$ cat src/adc_seq_defines.vh
// constants for the converter sequencing control block
// Behaviour
// - power-down bit 7 stops the converter
// - hold field gives 1 to 4 sample clocks
// - order bit picks result byte arrangement
// - clock select picks 24 or 12 MHz
// - channel field selects input 0 to 7
// - sample clock 6, 3, 2.4, 2 MHz
// - gain applies to channels 0,1 only
// - busy reads 1 during conversion
// - writing start bit begins conversion
// - engine converts channels 0 then 1 itself
// - phase sampling waits the sample delay
// - trigger bit picks counter max or min
// - automatic sampling raises converter interrupt
// - software results land in two data registers
// - phase current is sample plus offset
// - paged offsets share addresses, reset 0x200
`ifndef ADC_SEQ_DEFINES_VH
`define ADC_SEQ_DEFINES_VH
`define ADR_START 8'hc1
`define ADR_CONTROL 8'hc2
`define ADR_RES_LOW 8'hc3
`define ADR_RES_HIGH 8'hc4
`define ADR_DELAY 8'hc5
`define ADR_OFS_LOW 8'hc9
`define ADR_OFS_HIGH 8'hca
`define ADR_FIELD 8'hd6
`define RST_CONTROL 8'h80
`define RST_DELAY 8'h33
`define RST_OFFSET 10'h200
`define BIT_PD 7
`define BIT_ORDER 4
`define BIT_CKS 3
`define BIT_BUSY 3
`define BIT_START 0
`define BIT_TRIG 2
`define SYS_MHZ 100
`define CONV_CYCLES 5'd12
`define DIV_6MHZ 8'd16
`define DIV_3MHZ 8'd33
`define DIV_2P4MHZ 8'd41
`define DIV_2MHZ 8'd50
`endif

$ cat src/adc_seq_ctrl.v
// converter sequencing control: registers, sample timing, auto phase sampling
`timescale 1ns/1ps
`include "adc_seq_defines.vh"
module adc_seq_ctrl #(
  parameter DW = 10
) (
  input wire sys_clk,
  input wire reset_n,
  input wire [7:0] sfr_addr,
  input wire sfr_wr,
  input wire sfr_rd,
  input wire [7:0] sfr_wdata,
  output reg [7:0] sfr_rdata,
  input wire register_page,
  input wire pwm_at_max,
  input wire pwm_at_min,
  input wire conv_done,
  input wire [DW-1:0] conv_data,
  output wire conv_power_down,
  output wire [2:0] conv_channel,
  output wire [1:0] amp_gain,
  output wire conv_clock_sel,
  output reg sample_clock,
  output reg conv_clock,
  output reg hold_active,
  output reg conv_strobe,
  output reg [DW-1:0] phase_a_current,
  output reg [DW-1:0] phase_b_current,
  output reg phase_valid,
  output reg conv_irq
);
  localparam IDLE = 3'd0;
  localparam DELAY = 3'd1;
  localparam HOLD = 3'd2;
  localparam CONV = 3'd3;
  localparam NEXT = 3'd4;

  reg rst_meta_ff, rst_sync_ff;
  wire rst_n = rst_sync_ff;
  // reset released through two flops
  always @(posedge sys_clk or negedge reset_n) begin
    if (!reset_n) begin
      rst_meta_ff <= 1'b0;
      rst_sync_ff <= 1'b0;
    end else begin
      rst_meta_ff <= 1'b1;
      rst_sync_ff <= rst_meta_ff;
    end
  end

  // pwm extremes and converter handshakes come from other logic domains
  reg [2:0] sy1_ff, sy2_ff;
  reg [DW-1:0] data_m_ff;
  reg [DW-1:0] data_ff;
  always @(posedge sys_clk or negedge rst_n) begin
    if (!rst_n) begin
      sy1_ff <= 3'h0;
      sy2_ff <= 3'h0;
      data_m_ff <= {DW{1'b0}};
    end else begin
      sy1_ff <= {pwm_at_max, pwm_at_min, conv_done};
      sy2_ff <= sy1_ff;
      // data is only used once done has crossed, so it is steady by then
      data_m_ff <= conv_data;
    end
  end
  wire max_s = sy2_ff[2];
  wire min_s = sy2_ff[1];
  wire done_s = sy2_ff[0];
  reg max_d_ff, min_d_ff, done_d_ff;

  reg [7:0] start_ff;
  reg [7:0] control_ff;
  reg [7:0] delay_ff;
  reg [7:0] field_ff;
  reg [DW-1:0] ofs_a_ff, ofs_b_ff;
  reg [1:0] res_low_ff;
  reg [7:0] res_high_ff;
  reg busy_ff;
  reg [2:0] state_ff;
  reg auto_ff;
  reg chan_ff;
  reg [7:0] cnt_ff;
  reg [4:0] ccnt_ff;
  reg [7:0] sdiv_ff;
  reg cdiv_ff;
  reg [DW-1:0] samp_a_ff;
  reg sh_tick_ff;

  assign conv_power_down = control_ff[`BIT_PD];
  assign conv_clock_sel = control_ff[`BIT_CKS];
  // automatic pass owns channels 0 and 1
  assign conv_channel = auto_ff ? {2'b00, chan_ff} : control_ff[2:0];
  // gain is forced to x1 outside the phase channels
  assign amp_gain = (conv_channel[2:1] == 2'b00) ?
                    start_ff[5:4] : 2'b00;

  function [7:0] sh_div;
    input [1:0] sel;
    begin
      case (sel)
        2'b00: sh_div = `DIV_6MHZ;
        2'b01: sh_div = `DIV_3MHZ;
        2'b10: sh_div = `DIV_2P4MHZ;
        default: sh_div = `DIV_2MHZ;
      endcase
    end
  endfunction

  // select constants are whole periods; the output toggles each half
  wire [7:0] sh_half = sh_div(start_ff[7:6]) >> 1;

  // sample clock divider; toggles twice per period from the select
  always @(posedge sys_clk or negedge rst_n) begin
    if (!rst_n) begin
      sdiv_ff <= 8'h00;
      sample_clock <= 1'b0;
      sh_tick_ff <= 1'b0;
      cdiv_ff <= 1'b0;
      conv_clock <= 1'b0;
    end else begin
      sh_tick_ff <= 1'b0;
      if (sdiv_ff >= sh_half - 8'd1) begin
        sdiv_ff <= 8'h00;
        sample_clock <= ~sample_clock;
        sh_tick_ff <= sample_clock;
      end else begin
        sdiv_ff <= sdiv_ff + 8'd1;
      end
      // 12 MHz halves the 24 MHz enable; approximate ratio of core clock
      cdiv_ff <= ~cdiv_ff;
      conv_clock <= conv_clock_sel ? (cdiv_ff & ~conv_clock) : 1'b1;
    end
  end

  wire wr_start = sfr_wr && sfr_addr == `ADR_START &&
                  sfr_wdata[`BIT_START];
  wire trig = field_ff[`BIT_TRIG] ? (min_s & ~min_d_ff) :
              (max_s & ~max_d_ff);

  // conversion sequencer: software requests and engine phase passes
  always @(posedge sys_clk or negedge rst_n) begin
    if (!rst_n) begin
      state_ff <= IDLE;
      auto_ff <= 1'b0;
      chan_ff <= 1'b0;
      cnt_ff <= 8'h00;
      ccnt_ff <= 5'd0;
      busy_ff <= 1'b0;
      hold_active <= 1'b0;
      conv_strobe <= 1'b0;
      res_low_ff <= 2'b00;
      res_high_ff <= 8'h00;
      samp_a_ff <= {DW{1'b0}};
      phase_a_current <= {DW{1'b0}};
      phase_b_current <= {DW{1'b0}};
      phase_valid <= 1'b0;
      conv_irq <= 1'b0;
      max_d_ff <= 1'b0;
      min_d_ff <= 1'b0;
      done_d_ff <= 1'b0;
      data_ff <= {DW{1'b0}};
    end else begin
      max_d_ff <= max_s;
      min_d_ff <= min_s;
      done_d_ff <= done_s;
      data_ff <= data_m_ff;
      conv_strobe <= 1'b0;
      phase_valid <= 1'b0;
      conv_irq <= 1'b0;
      case (state_ff)
        IDLE: begin
          if (!conv_power_down && trig) begin
            auto_ff <= 1'b1;
            chan_ff <= 1'b0;
            cnt_ff <= delay_ff;
            state_ff <= DELAY;
          end else if (!conv_power_down && wr_start) begin
            auto_ff <= 1'b0;
            busy_ff <= 1'b1;
            ccnt_ff <= {3'b000, control_ff[6:5]};
            hold_active <= 1'b1;
            state_ff <= HOLD;
          end
        end
        DELAY: begin
          // spikes settle before the first phase is held
          if (cnt_ff == 8'h00) begin
            busy_ff <= 1'b1;
            ccnt_ff <= {3'b000, control_ff[6:5]};
            hold_active <= 1'b1;
            state_ff <= HOLD;
          end else begin
            cnt_ff <= cnt_ff - 8'd1;
          end
        end
        HOLD: begin
          if (sh_tick_ff) begin
            if (ccnt_ff == 5'd0) begin
              hold_active <= 1'b0;
              conv_strobe <= 1'b1;
              ccnt_ff <= `CONV_CYCLES;
              state_ff <= CONV;
            end else begin
              ccnt_ff <= ccnt_ff - 5'd1;
            end
          end
        end
        CONV: begin
          // result edge from the converter closes the conversion
          if (done_s & ~done_d_ff) begin
            if (auto_ff && !chan_ff) begin
              samp_a_ff <= data_ff;
              chan_ff <= 1'b1;
              state_ff <= NEXT;
            end else if (auto_ff) begin
              phase_a_current <= samp_a_ff + ofs_a_ff;
              phase_b_current <= data_ff + ofs_b_ff;
              phase_valid <= 1'b1;
              conv_irq <= 1'b1;
              busy_ff <= 1'b0;
              auto_ff <= 1'b0;
              state_ff <= IDLE;
            end else begin
              {res_high_ff, res_low_ff} <= data_ff;
              busy_ff <= 1'b0;
              state_ff <= IDLE;
            end
          end
        end
        NEXT: begin
          // channel 1 follows channel 0 with no further delay
          ccnt_ff <= {3'b000, control_ff[6:5]};
          hold_active <= 1'b1;
          state_ff <= HOLD;
        end
        default: state_ff <= IDLE;
      endcase
    end
  end

  // register writes; offsets paged on the shared addresses
  always @(posedge sys_clk or negedge rst_n) begin
    if (!rst_n) begin
      start_ff <= 8'h00;
      control_ff <= `RST_CONTROL;
      delay_ff <= `RST_DELAY;
      field_ff <= 8'h00;
      ofs_a_ff <= `RST_OFFSET;
      ofs_b_ff <= `RST_OFFSET;
    end else if (sfr_wr) begin
      case (sfr_addr)
        `ADR_START: start_ff <= {sfr_wdata[7:4], 4'h0};
        `ADR_CONTROL: control_ff <= sfr_wdata;
        `ADR_DELAY: delay_ff <= sfr_wdata;
        `ADR_FIELD: field_ff <= sfr_wdata;
        `ADR_OFS_LOW: begin
          if (register_page) ofs_b_ff[7:0] <= sfr_wdata;
          else ofs_a_ff[7:0] <= sfr_wdata;
        end
        `ADR_OFS_HIGH: begin
          if (register_page) ofs_b_ff[9:8] <= sfr_wdata[1:0];
          else ofs_a_ff[9:8] <= sfr_wdata[1:0];
        end
        default: start_ff <= start_ff;
      endcase
    end
  end

  // read data; order bit swaps which byte carries the top bits
  always @(posedge sys_clk or negedge rst_n) begin
    if (!rst_n) begin
      sfr_rdata <= 8'h00;
    end else if (sfr_rd) begin
      case (sfr_addr)
        `ADR_START: sfr_rdata <= {start_ff[7:4], busy_ff, 3'b000};
        `ADR_CONTROL: sfr_rdata <= control_ff;
        `ADR_RES_LOW: sfr_rdata <= control_ff[`BIT_ORDER] ?
          {6'h00, res_high_ff[7:6]} : {6'h00, res_low_ff};
        `ADR_RES_HIGH: sfr_rdata <= control_ff[`BIT_ORDER] ?
          {res_high_ff[5:0], res_low_ff} : res_high_ff;
        `ADR_FIELD: sfr_rdata <= field_ff;
        `ADR_OFS_LOW: sfr_rdata <= register_page ?
          ofs_b_ff[7:0] : ofs_a_ff[7:0];
        `ADR_OFS_HIGH: sfr_rdata <= {6'h00, register_page ?
          ofs_b_ff[9:8] : ofs_a_ff[9:8]};
        default: sfr_rdata <= 8'h00; // delay register is write only
      endcase
    end
  end
endmodule // adc_seq_ctrl

$ cat config.mk
export PLATFORM = sky130hd
export DESIGN_NAME = adc_seq_ctrl
export DESIGN_NICKNAME = d
export VERILOG_FILES = /design/src/adc_seq_ctrl.v
export VERILOG_INCLUDE_DIRS = /design/src
export SDC_FILE = /design/constraint.sdc
export NUM_CORES = 1
export LEC_CHECK = 0
export ABC_AREA = 1
export BUFFER_PORTS_ARGS = -buffer_cell sky130_fd_sc_hd__buf_2
export CORE_ASPECT_RATIO = 0.6
export CORE_MARGIN = 1
export CORE_UTILIZATION = 45
export DETAILED_ROUTE_END_ITERATION = 8
export HOLD_SLACK_MARGIN = 0.02
export SLEW_MARGIN = 15
export SYNTH_ARGS = -nofsm -noshare
export SYNTH_HDL_FRONTEND = slang
export SYNTH_SLANG_ARGS = --single-unit
$ cat constraint.sdc
create_clock -name sys_clk -period 7.9 [get_ports sys_clk]
set_clock_uncertainty 0.2 [all_clocks]
set_input_delay 0.395 -clock sys_clk [delete_from_list [all_inputs] [get_ports sys_clk]]
set_output_delay 0.395 -clock sys_clk [all_outputs]
set_load 0.005 [all_outputs]
==> results of run 1 <==
==> sequential cells by signal (all words and copies together), names as in the netlist, 10 cells and up <==
register and count:
data_m_ff 10, phase_a_current 10, samp_a_ff 10, ofs_b_ff 10, ofs_a_ff 10, data_ff 10, phase_b_current 10
==> layout make-up <==
cell class / instances / area share [%]
clock inverter: 15 / 1.882
timing repair buffer: 90 / 5.565
multi-input combinational: 680 / 37.42
clock buffer: 17 / 4.505
inverter: 119 / 4.730
sequential: 161 / 42.80
tap: 234 / 3.101
==> worst max-delay path, cell delays in order, from the launching register on <==
cell     delay [ps]
dfrtp_1         460
inv_1           110
ha_1            310
xor2_1          180
ha_1            300
a21oi_1         130
o21ai_0          90
nand2_1          80
nand3_2         180
nor3b_1         240
==> per-layer routing <==
layer	vias to the layer above	routed length, um	track usage, %
li1	3325	-	-
met5	-	16	0
met1	3064	11390	40.33
met2	221	7627	29.84
met3	18	1449	5.007
met4	2	190	5.528
==> synth_stat cells, types with 6 or more instances <==
library cell | count | area (um^2)
a21oi_1 | 23 | 115.1
buf_6 | 7 | 78.83
clkbuf_1 | 6 | 22.52
dfrtp_1 | 154 | 3854
dfstp_2 | 7 | 183.9
ha_1 | 31 | 387.9
inv_1 | 110 | 412.9
inv_2 | 8 | 30.03
nand2_1 | 293 | 1100
nand3_1 | 58 | 290.3
nand4_1 | 13 | 81.33
nor2_1 | 68 | 255.2
nor3_1 | 11 | 55.05
o21ai_0 | 73 | 365.4
o21ai_1 | 27 | 135.1
o21ai_2 | 19 | 166.4
==> final timing paths <==
kind                       slack, ps  cells after the start                        to
max                             5520                      9      sdiv_ff[4]$_DFF_PN0_
max reg2reg                     5520                      9      sdiv_ff[4]$_DFF_PN0_
max in group asynchronous       6160                      1  sfr_rdata[6]$_DFFE_PN0P_
min                               60                      2     rst_meta_ff$_DFF_PN0_
min reg2reg                      130                      0      data_ff[1]$_DFF_PN0_
min in group sys_clk             150                      0      data_ff[5]$_DFF_PN0_
==> power groups by stage <==
stage	Clock (mW)	Combinational, mW	Sequential [mW]
global route	0.892	0.727	1.06
detailed placement	0	0.618	1.06
global placement	0	0.610	1.06
finish	0.840	0.627	1.05
floorplan	0	0.456	1.04
CTS	0.852	0.625	1.05
==> kinds of logic after synthesis <==
kind of cell / after synthesis / synth area share [%]
compound gates: 155 / 10.71
xor+xnor: 10 / 1.074
fa+ha+maj: 34 / 5.371
buf+inv: 138 / 7.151
flops: 161 / 49.52
other cells: 2 / 0.09210
simple gates: 479 / 26.09
==> per-stage QoR <==
step	hold WS (ps)	cells	util, %	total power, mW
2_1_floorplan	-100.6	979	-	1.499
3_3_place_gp	-17.45	1270	49.98	1.671
6_report	60.98	1316	54.25	2.514
4_1_cts	43.52	1316	54.25	2.524
5_1_grt	65.77	1316	54.25	2.684
3_5_place_dp	-17.50	1270	49.98	1.678
==> timing repair <==
action	in CTS	in global routing
hold endpoints to repair	15	0
setup endpoints to repair	0	0
hold buffers	14	0
gates resized for setup	0	0
==> out/results.tsv, run 1 <==
stage	metric	value	unit
routing	final WL	20670	um
finish	Design Area, Final	9443	um^2
setup_path	CP Max Fanout	9	
finish	most common cell after layout, fill and taps aside	nand2_1	
sta	highest clock rate	420.3	MHz
synthesis	synthesized flop and latch total	161	
placed_design	dpl hpwl	15390	um
power	pwr/cell area	266.2	nW/um^2
finish	footprint of the multi-input gates	3533	um^2
floorplanning	die area	18680	um^2
global_routing	vias in the first global route	6191	
routing	vias per cell	5.038	
sta	Final WS setup	5521	ps
power	Comb power frac	24.9	%
clock_network	CTS tree	done	
global_routing	GRT overflow	0	
clock_network	root buf cell	clkbuf_16	
synthesis	Primary FF master, synth	dfrtp_1	
power	worst vdd ir	0.0001304	V
sta	Slew @ Worst Pin	786.6	ps
power	switching power	0.9105	mW
synthesis	register area share after synthesis	49.52	%
sta	setup violators final	0	
routing	first-pass iteration count of the detailed router	5	
placed_design	Place WS	5543	ps
floorplanning	Core Box Area	17410	um^2
power	leakage	4.922	nW
floorplanning	Site Rows	37	
clock_network	total CTS buffers	17	
synthesis	library cells used by synthesis	43	
finish	most frequent cells in the layout	nand2_1 (293), dfrtp_1 (153), inv_1 (110), buf_2 (74), o21ai_0 (73)	
power	sequential share of power	41.7	%
clock_network	Clock Path Buffers	2	
power	Pint	1.603	mW
setup_path	worst setup path start	start_ff[7]$_DFFE_PN0N_	
sta	Final Hold Fails	0	
global_routing	initial antenna violation count	1	
clock_network	H-tree levels	4	
synthesis	Syn Area/Cell	8.329	um^2
sta	Max-slew headroom	47.56	%
synthesis	Synthesized Nets	1046	
floorplanning	height of the die	106.3	um
floorplanning	Initial Util	46.84	%
placed_design	number of port buffers	74	
finish	n_diodes	0	
finish	synth-to-layout area growth	15.80	%
routing	via count	6630	
min_path	Hold WC Path Type	input pin to asynchronous set/reset pin	
sta	setup TNS	0	ps
placed_design	placed cell area	8700	um^2
outcome	status	finished, final reports clean	
synthesis	cells after synthesis	979	
sta	Slew Viols, Final	0	
setup_path	crit start category	flop	
finish	sequential cell area	4041	um^2
routing	number of remaining DRC errors	0	
routing	drt wl/cell	15.71	um
routing	Iter 0 DRT Violations	603	
setup_path	Crit Path Class	flop to flop	
clock_network	Clock Latency Late Sink	430	ps
finish	Post-layout nets	1136	
sta	post-route clock period utilization	30.12	%
finish	fillcell total	1694	
finish	share of post-route cells with drive strength above 1	16.08	%
job	Max Cap Viol	0	
synthesis	synth warn	0	
setup_path	crit end category	flop	
setup_path	Worst Path Required	8050	ps
routing	post-route ant nets	0	
sta	RSZ-0062 raised after global routing	false	
floorplanning	Die Width	175.8	um
floorplanning	I/O pins	75	
global_routing	first-pass GRT wire length	33670	um
clock_network	Post-CTS Setup Bufs	0	
sta	minimum clock period	2379	ps
power	switching share of total power	36.22	%
synthesis	EDFF count, synth	0	
synthesis	asr flop ratio synth	100.0	%
global_routing	Tot GR Track Use	23.94	%
setup_path	Reg-to-Reg Start	start_ff[7]$_DFFE_PN0N_	
global_routing	largest net degree at the start of global routing	62	
clock_network	Reg clk slew, reported paths	80	ps
setup_path	CP arrival	2530	ps
clock_network	Clock Sinks	161	
placed_design	Placer Congestion	0.8945	
synthesis	synthesized area	8154	um^2
power	Clk pwr share	33.4	%
Note: power is estimated with default switching activity, not from simulation.
==> run 2, diff against run 1 <==
--- a/config.mk
+++ b/config.mk
@@ -13,6 +13,7 @@
 export CORE_UTILIZATION = 45
 export DETAILED_ROUTE_END_ITERATION = 8
 export HOLD_SLACK_MARGIN = 0.02
+export PLACE_DENSITY = 0.66
 export SLEW_MARGIN = 15
 export SYNTH_ARGS = -nofsm -noshare
 export SYNTH_HDL_FRONTEND = slang
==> constraint.sdc (replaced) <==
create_clock -name sys_clk -period 2.1 [get_ports sys_clk]
set_clock_uncertainty 0.2 [all_clocks]
set_input_delay 0.105 -clock sys_clk [delete_from_list [all_inputs] [get_ports sys_clk]]
set_output_delay 0.105 -clock sys_clk [all_outputs]
set_load 0.005 [all_outputs]
==> run 2 against run 1 <==
Compared with the run above: the flow now finishes with violations (setup timing); clock power grew to 3.6 times the previous value; sequential power rose to 3.7 times the previous value; worst hold slack worse by 3.7 ps; critical endpoint is now sdiv_ff[5]$_DFF_PN0_; largest cell class unchanged.
==> out/results.tsv, run 2 (same netlist as run 1, synthesis figures left out) <==
stage	metric	value	unit	change
outcome	status	finished, violations left		
outcome	failing checks	setup timing		
routing	post-route ant nets	0		unchanged
global_routing	Tot GR Track Use	23.54	%	-0.40 points
floorplanning	Initial Util	46.84	%	unchanged
finish	most common cell after layout, fill and taps aside	nand2_1		
sta	setup violators final	8		+8
routing	via count	6848		+3.3%
finish	end-of-flow core utilization	56.71	%	+2.5 points
global_routing	largest net degree at the start of global routing	67		+8.1%
placed_design	dpl hpwl	14950	um	-2.9%
power	sequential share of power	41.6	%	about the same
routing	vias per cell	5.080		+0.84%
setup_path	Crit Path Class	flop to flop		
clock_network	CTS tree	done		
sta	post-route clock period utilization	103.5	%	+73 points
finish	n_diodes	0		unchanged
sta	highest clock rate	460.3	MHz	+9.5%
finish	synth-to-layout area growth	21.05	%	
finish	share of post-route cells with drive strength above 1	19.48	%	+3.4 points
setup_path	crit start category	flop		
job	Max Cap Viol	0		unchanged
floorplanning	Site Rows	37		unchanged
sta	Final WS setup	-72.55	ps	-5593 ps
sta	Slew @ Worst Pin	501.3	ps	-285.3 ps
routing	first-pass iteration count of the detailed router	5		unchanged
sta	Max-slew headroom	66.40	%	+19 points
power	Comb power frac	26.1	%	+1.2 points
clock_network	Clock Path Buffers	2		unchanged
clock_network	total CTS buffers	17		unchanged
routing	final WL	20590	um	-0.40%
sta	Slew Viols, Final	0		unchanged
global_routing	initial antenna violation count	0		-1
floorplanning	Core Box Area	17410	um^2	unchanged
placed_design	Placer Congestion	0.8888		-0.64%
clock_network	root buf cell	clkbuf_16		
global_routing	first-pass GRT wire length	33470	um	-0.58%
global_routing	vias in the first global route	6397		+3.3%
sta	RSZ-0062 raised after global routing	true		
sta	Final Hold Fails	0		unchanged
clock_network	Reg clk slew, reported paths	70	ps	about the same
power	switching share of total power	35.60	%	-0.62 points
floorplanning	height of the die	106.3	um	unchanged
routing	Iter 0 DRT Violations	614		+1.8%
floorplanning	I/O pins	75		unchanged
clock_network	H-tree levels	4		unchanged
placed_design	Place WS	-164.4	ps	-5707 ps
power	Pint	6.075	mW	+280%
finish	most frequent cells in the layout	nand2_1 (289), dfrtp_1 (151), inv_1 (107), buf_2 (74), o21ai_0 (70)		
min_path	Hold WC Path Type	input pin to flop		
clock_network	Clock Sinks	161		unchanged
sta	minimum clock period	2173	ps	-206.7 ps
finish	Post-layout nets	1168		+2.8%
global_routing	GRT overflow	0		unchanged
routing	drt wl/cell	15.27	um	-2.8%
clock_network	Clock Latency Late Sink	420	ps	about the same
setup_path	CP Max Fanout	5		-4
power	worst vdd ir	0.0006631	V	+410%
setup_path	Worst Path Required	2250	ps	-5800 ps
power	leakage	5.083	nW	+3.3%
routing	number of remaining DRC errors	0		unchanged
setup_path	CP arrival	2320	ps	-210 ps
power	switching power	3.358	mW	+270%
power	pwr/cell area	955.6	nW/um^2	+260%
floorplanning	die area	18680	um^2	unchanged
placed_design	number of port buffers	74		unchanged
floorplanning	Die Width	175.8	um	unchanged
finish	fillcell total	1580		-6.7%
power	Clk pwr share	32.4	%	-1.0 points
setup_path	crit end category	flop		
run 2: area by class of cell:
type	count	area, um^2	area share (%)
flip-flops and latches	161	4044	40.97
multi-input cells	681	3689	37.37
repair buffers	121	814.5	8.252
inverters	119	446.7	4.525
clock buffers	17	425.4	4.310
well taps	234	292.8	2.966
clock inverters	15	158.9	1.610
run 2: worst paths after layout:
check | from | endpoint | slack (ps) | depth (start not counted)
max in group asynchronous | rst_n$_DFF_PN0_ | delay_ff[0]$_DFFE_PN1P_ | 1180 | 1
setup / recovery | start_ff[7]$_DFFE_PN0N_ | sdiv_ff[5]$_DFF_PN0_ | -70 | 10
setup reg to reg | start_ff[7]$_DFFE_PN0N_ | sdiv_ff[5]$_DFF_PN0_ | -70 | 10
hold / removal | register_page | ofs_b_ff[9]$_DFFE_PN1P_ | 60 | 5
min in group asynchronous | rst_n$_DFF_PN0_ | phase_b_current[8]$_DFFE_PN0P_ | 150 | 1
hold reg to reg | rst_n$_DFF_PN0_ | phase_b_current[8]$_DFFE_PN0P_ | 150 | 1
run 2: routing by layer:
layer | up-vias | GRT usage [%] | wire [um]
li1 | 3403 | - | -
met1 | 3198 | 36.46 | 10550
met2 | 230 | 31.39 | 8110
met3 | 17 | 6.474 | 1706
met4 | 0 | 6.832 | 223
met5 | - | 0 | 0
run 2: critical path, stage by stage (launching register included):
cell and delay (ps):
dfrtp_2 470, inv_2 100, ha_4 220, xor2_2 140, ha_1 310, nand2_1 80, inv_1 40, nand4_1 150
nand3_4 140, buf_6 150, nor3_2 90
run 2: per-stage QoR:
| stage | setup TNS (ps) | power [mW] | cell area (um^2) | hold slack, ps | cells |
|---|---|---|---|---|---|
| floorplan | 0 | 5.637 | 8158 | -390.6 | 979 |
| global placement | -431.5 | 6.276 | 8830 | -308.2 | 1284 |
| detailed placement | -968.9 | 6.327 | 8830 | -308.6 | 1284 |
| CTS | -234.4 | 9.459 | 9791 | 32.29 | 1344 |
| global route | -1339 | 10.05 | 9871 | 98.45 | 1348 |
| finish | -417.1 | 9.432 | 9871 | 57.31 | 1348 |
run 2: power by group through the flow:
stage	Sequential [mW]	Combinational, mW	Clock, mW
final	3.92	2.46	3.05
after global routing	3.99	2.82	3.24
after CTS	3.91	2.43	3.11
after detailed placement	3.96	2.36	0
after global placement	3.96	2.32	0
after floorplan	3.92	1.72	0
run 2: timing repair:
item | CTS | global route
hold buffers | 25 | 0
endpoints found under the setup margin | 9 | 16
resized for setup | 20 | 15
pin swaps | 13 | 7
cloned | 1 | 0
buffers inserted | 2 | 4
endpoints found under the hold margin | 71 | 0
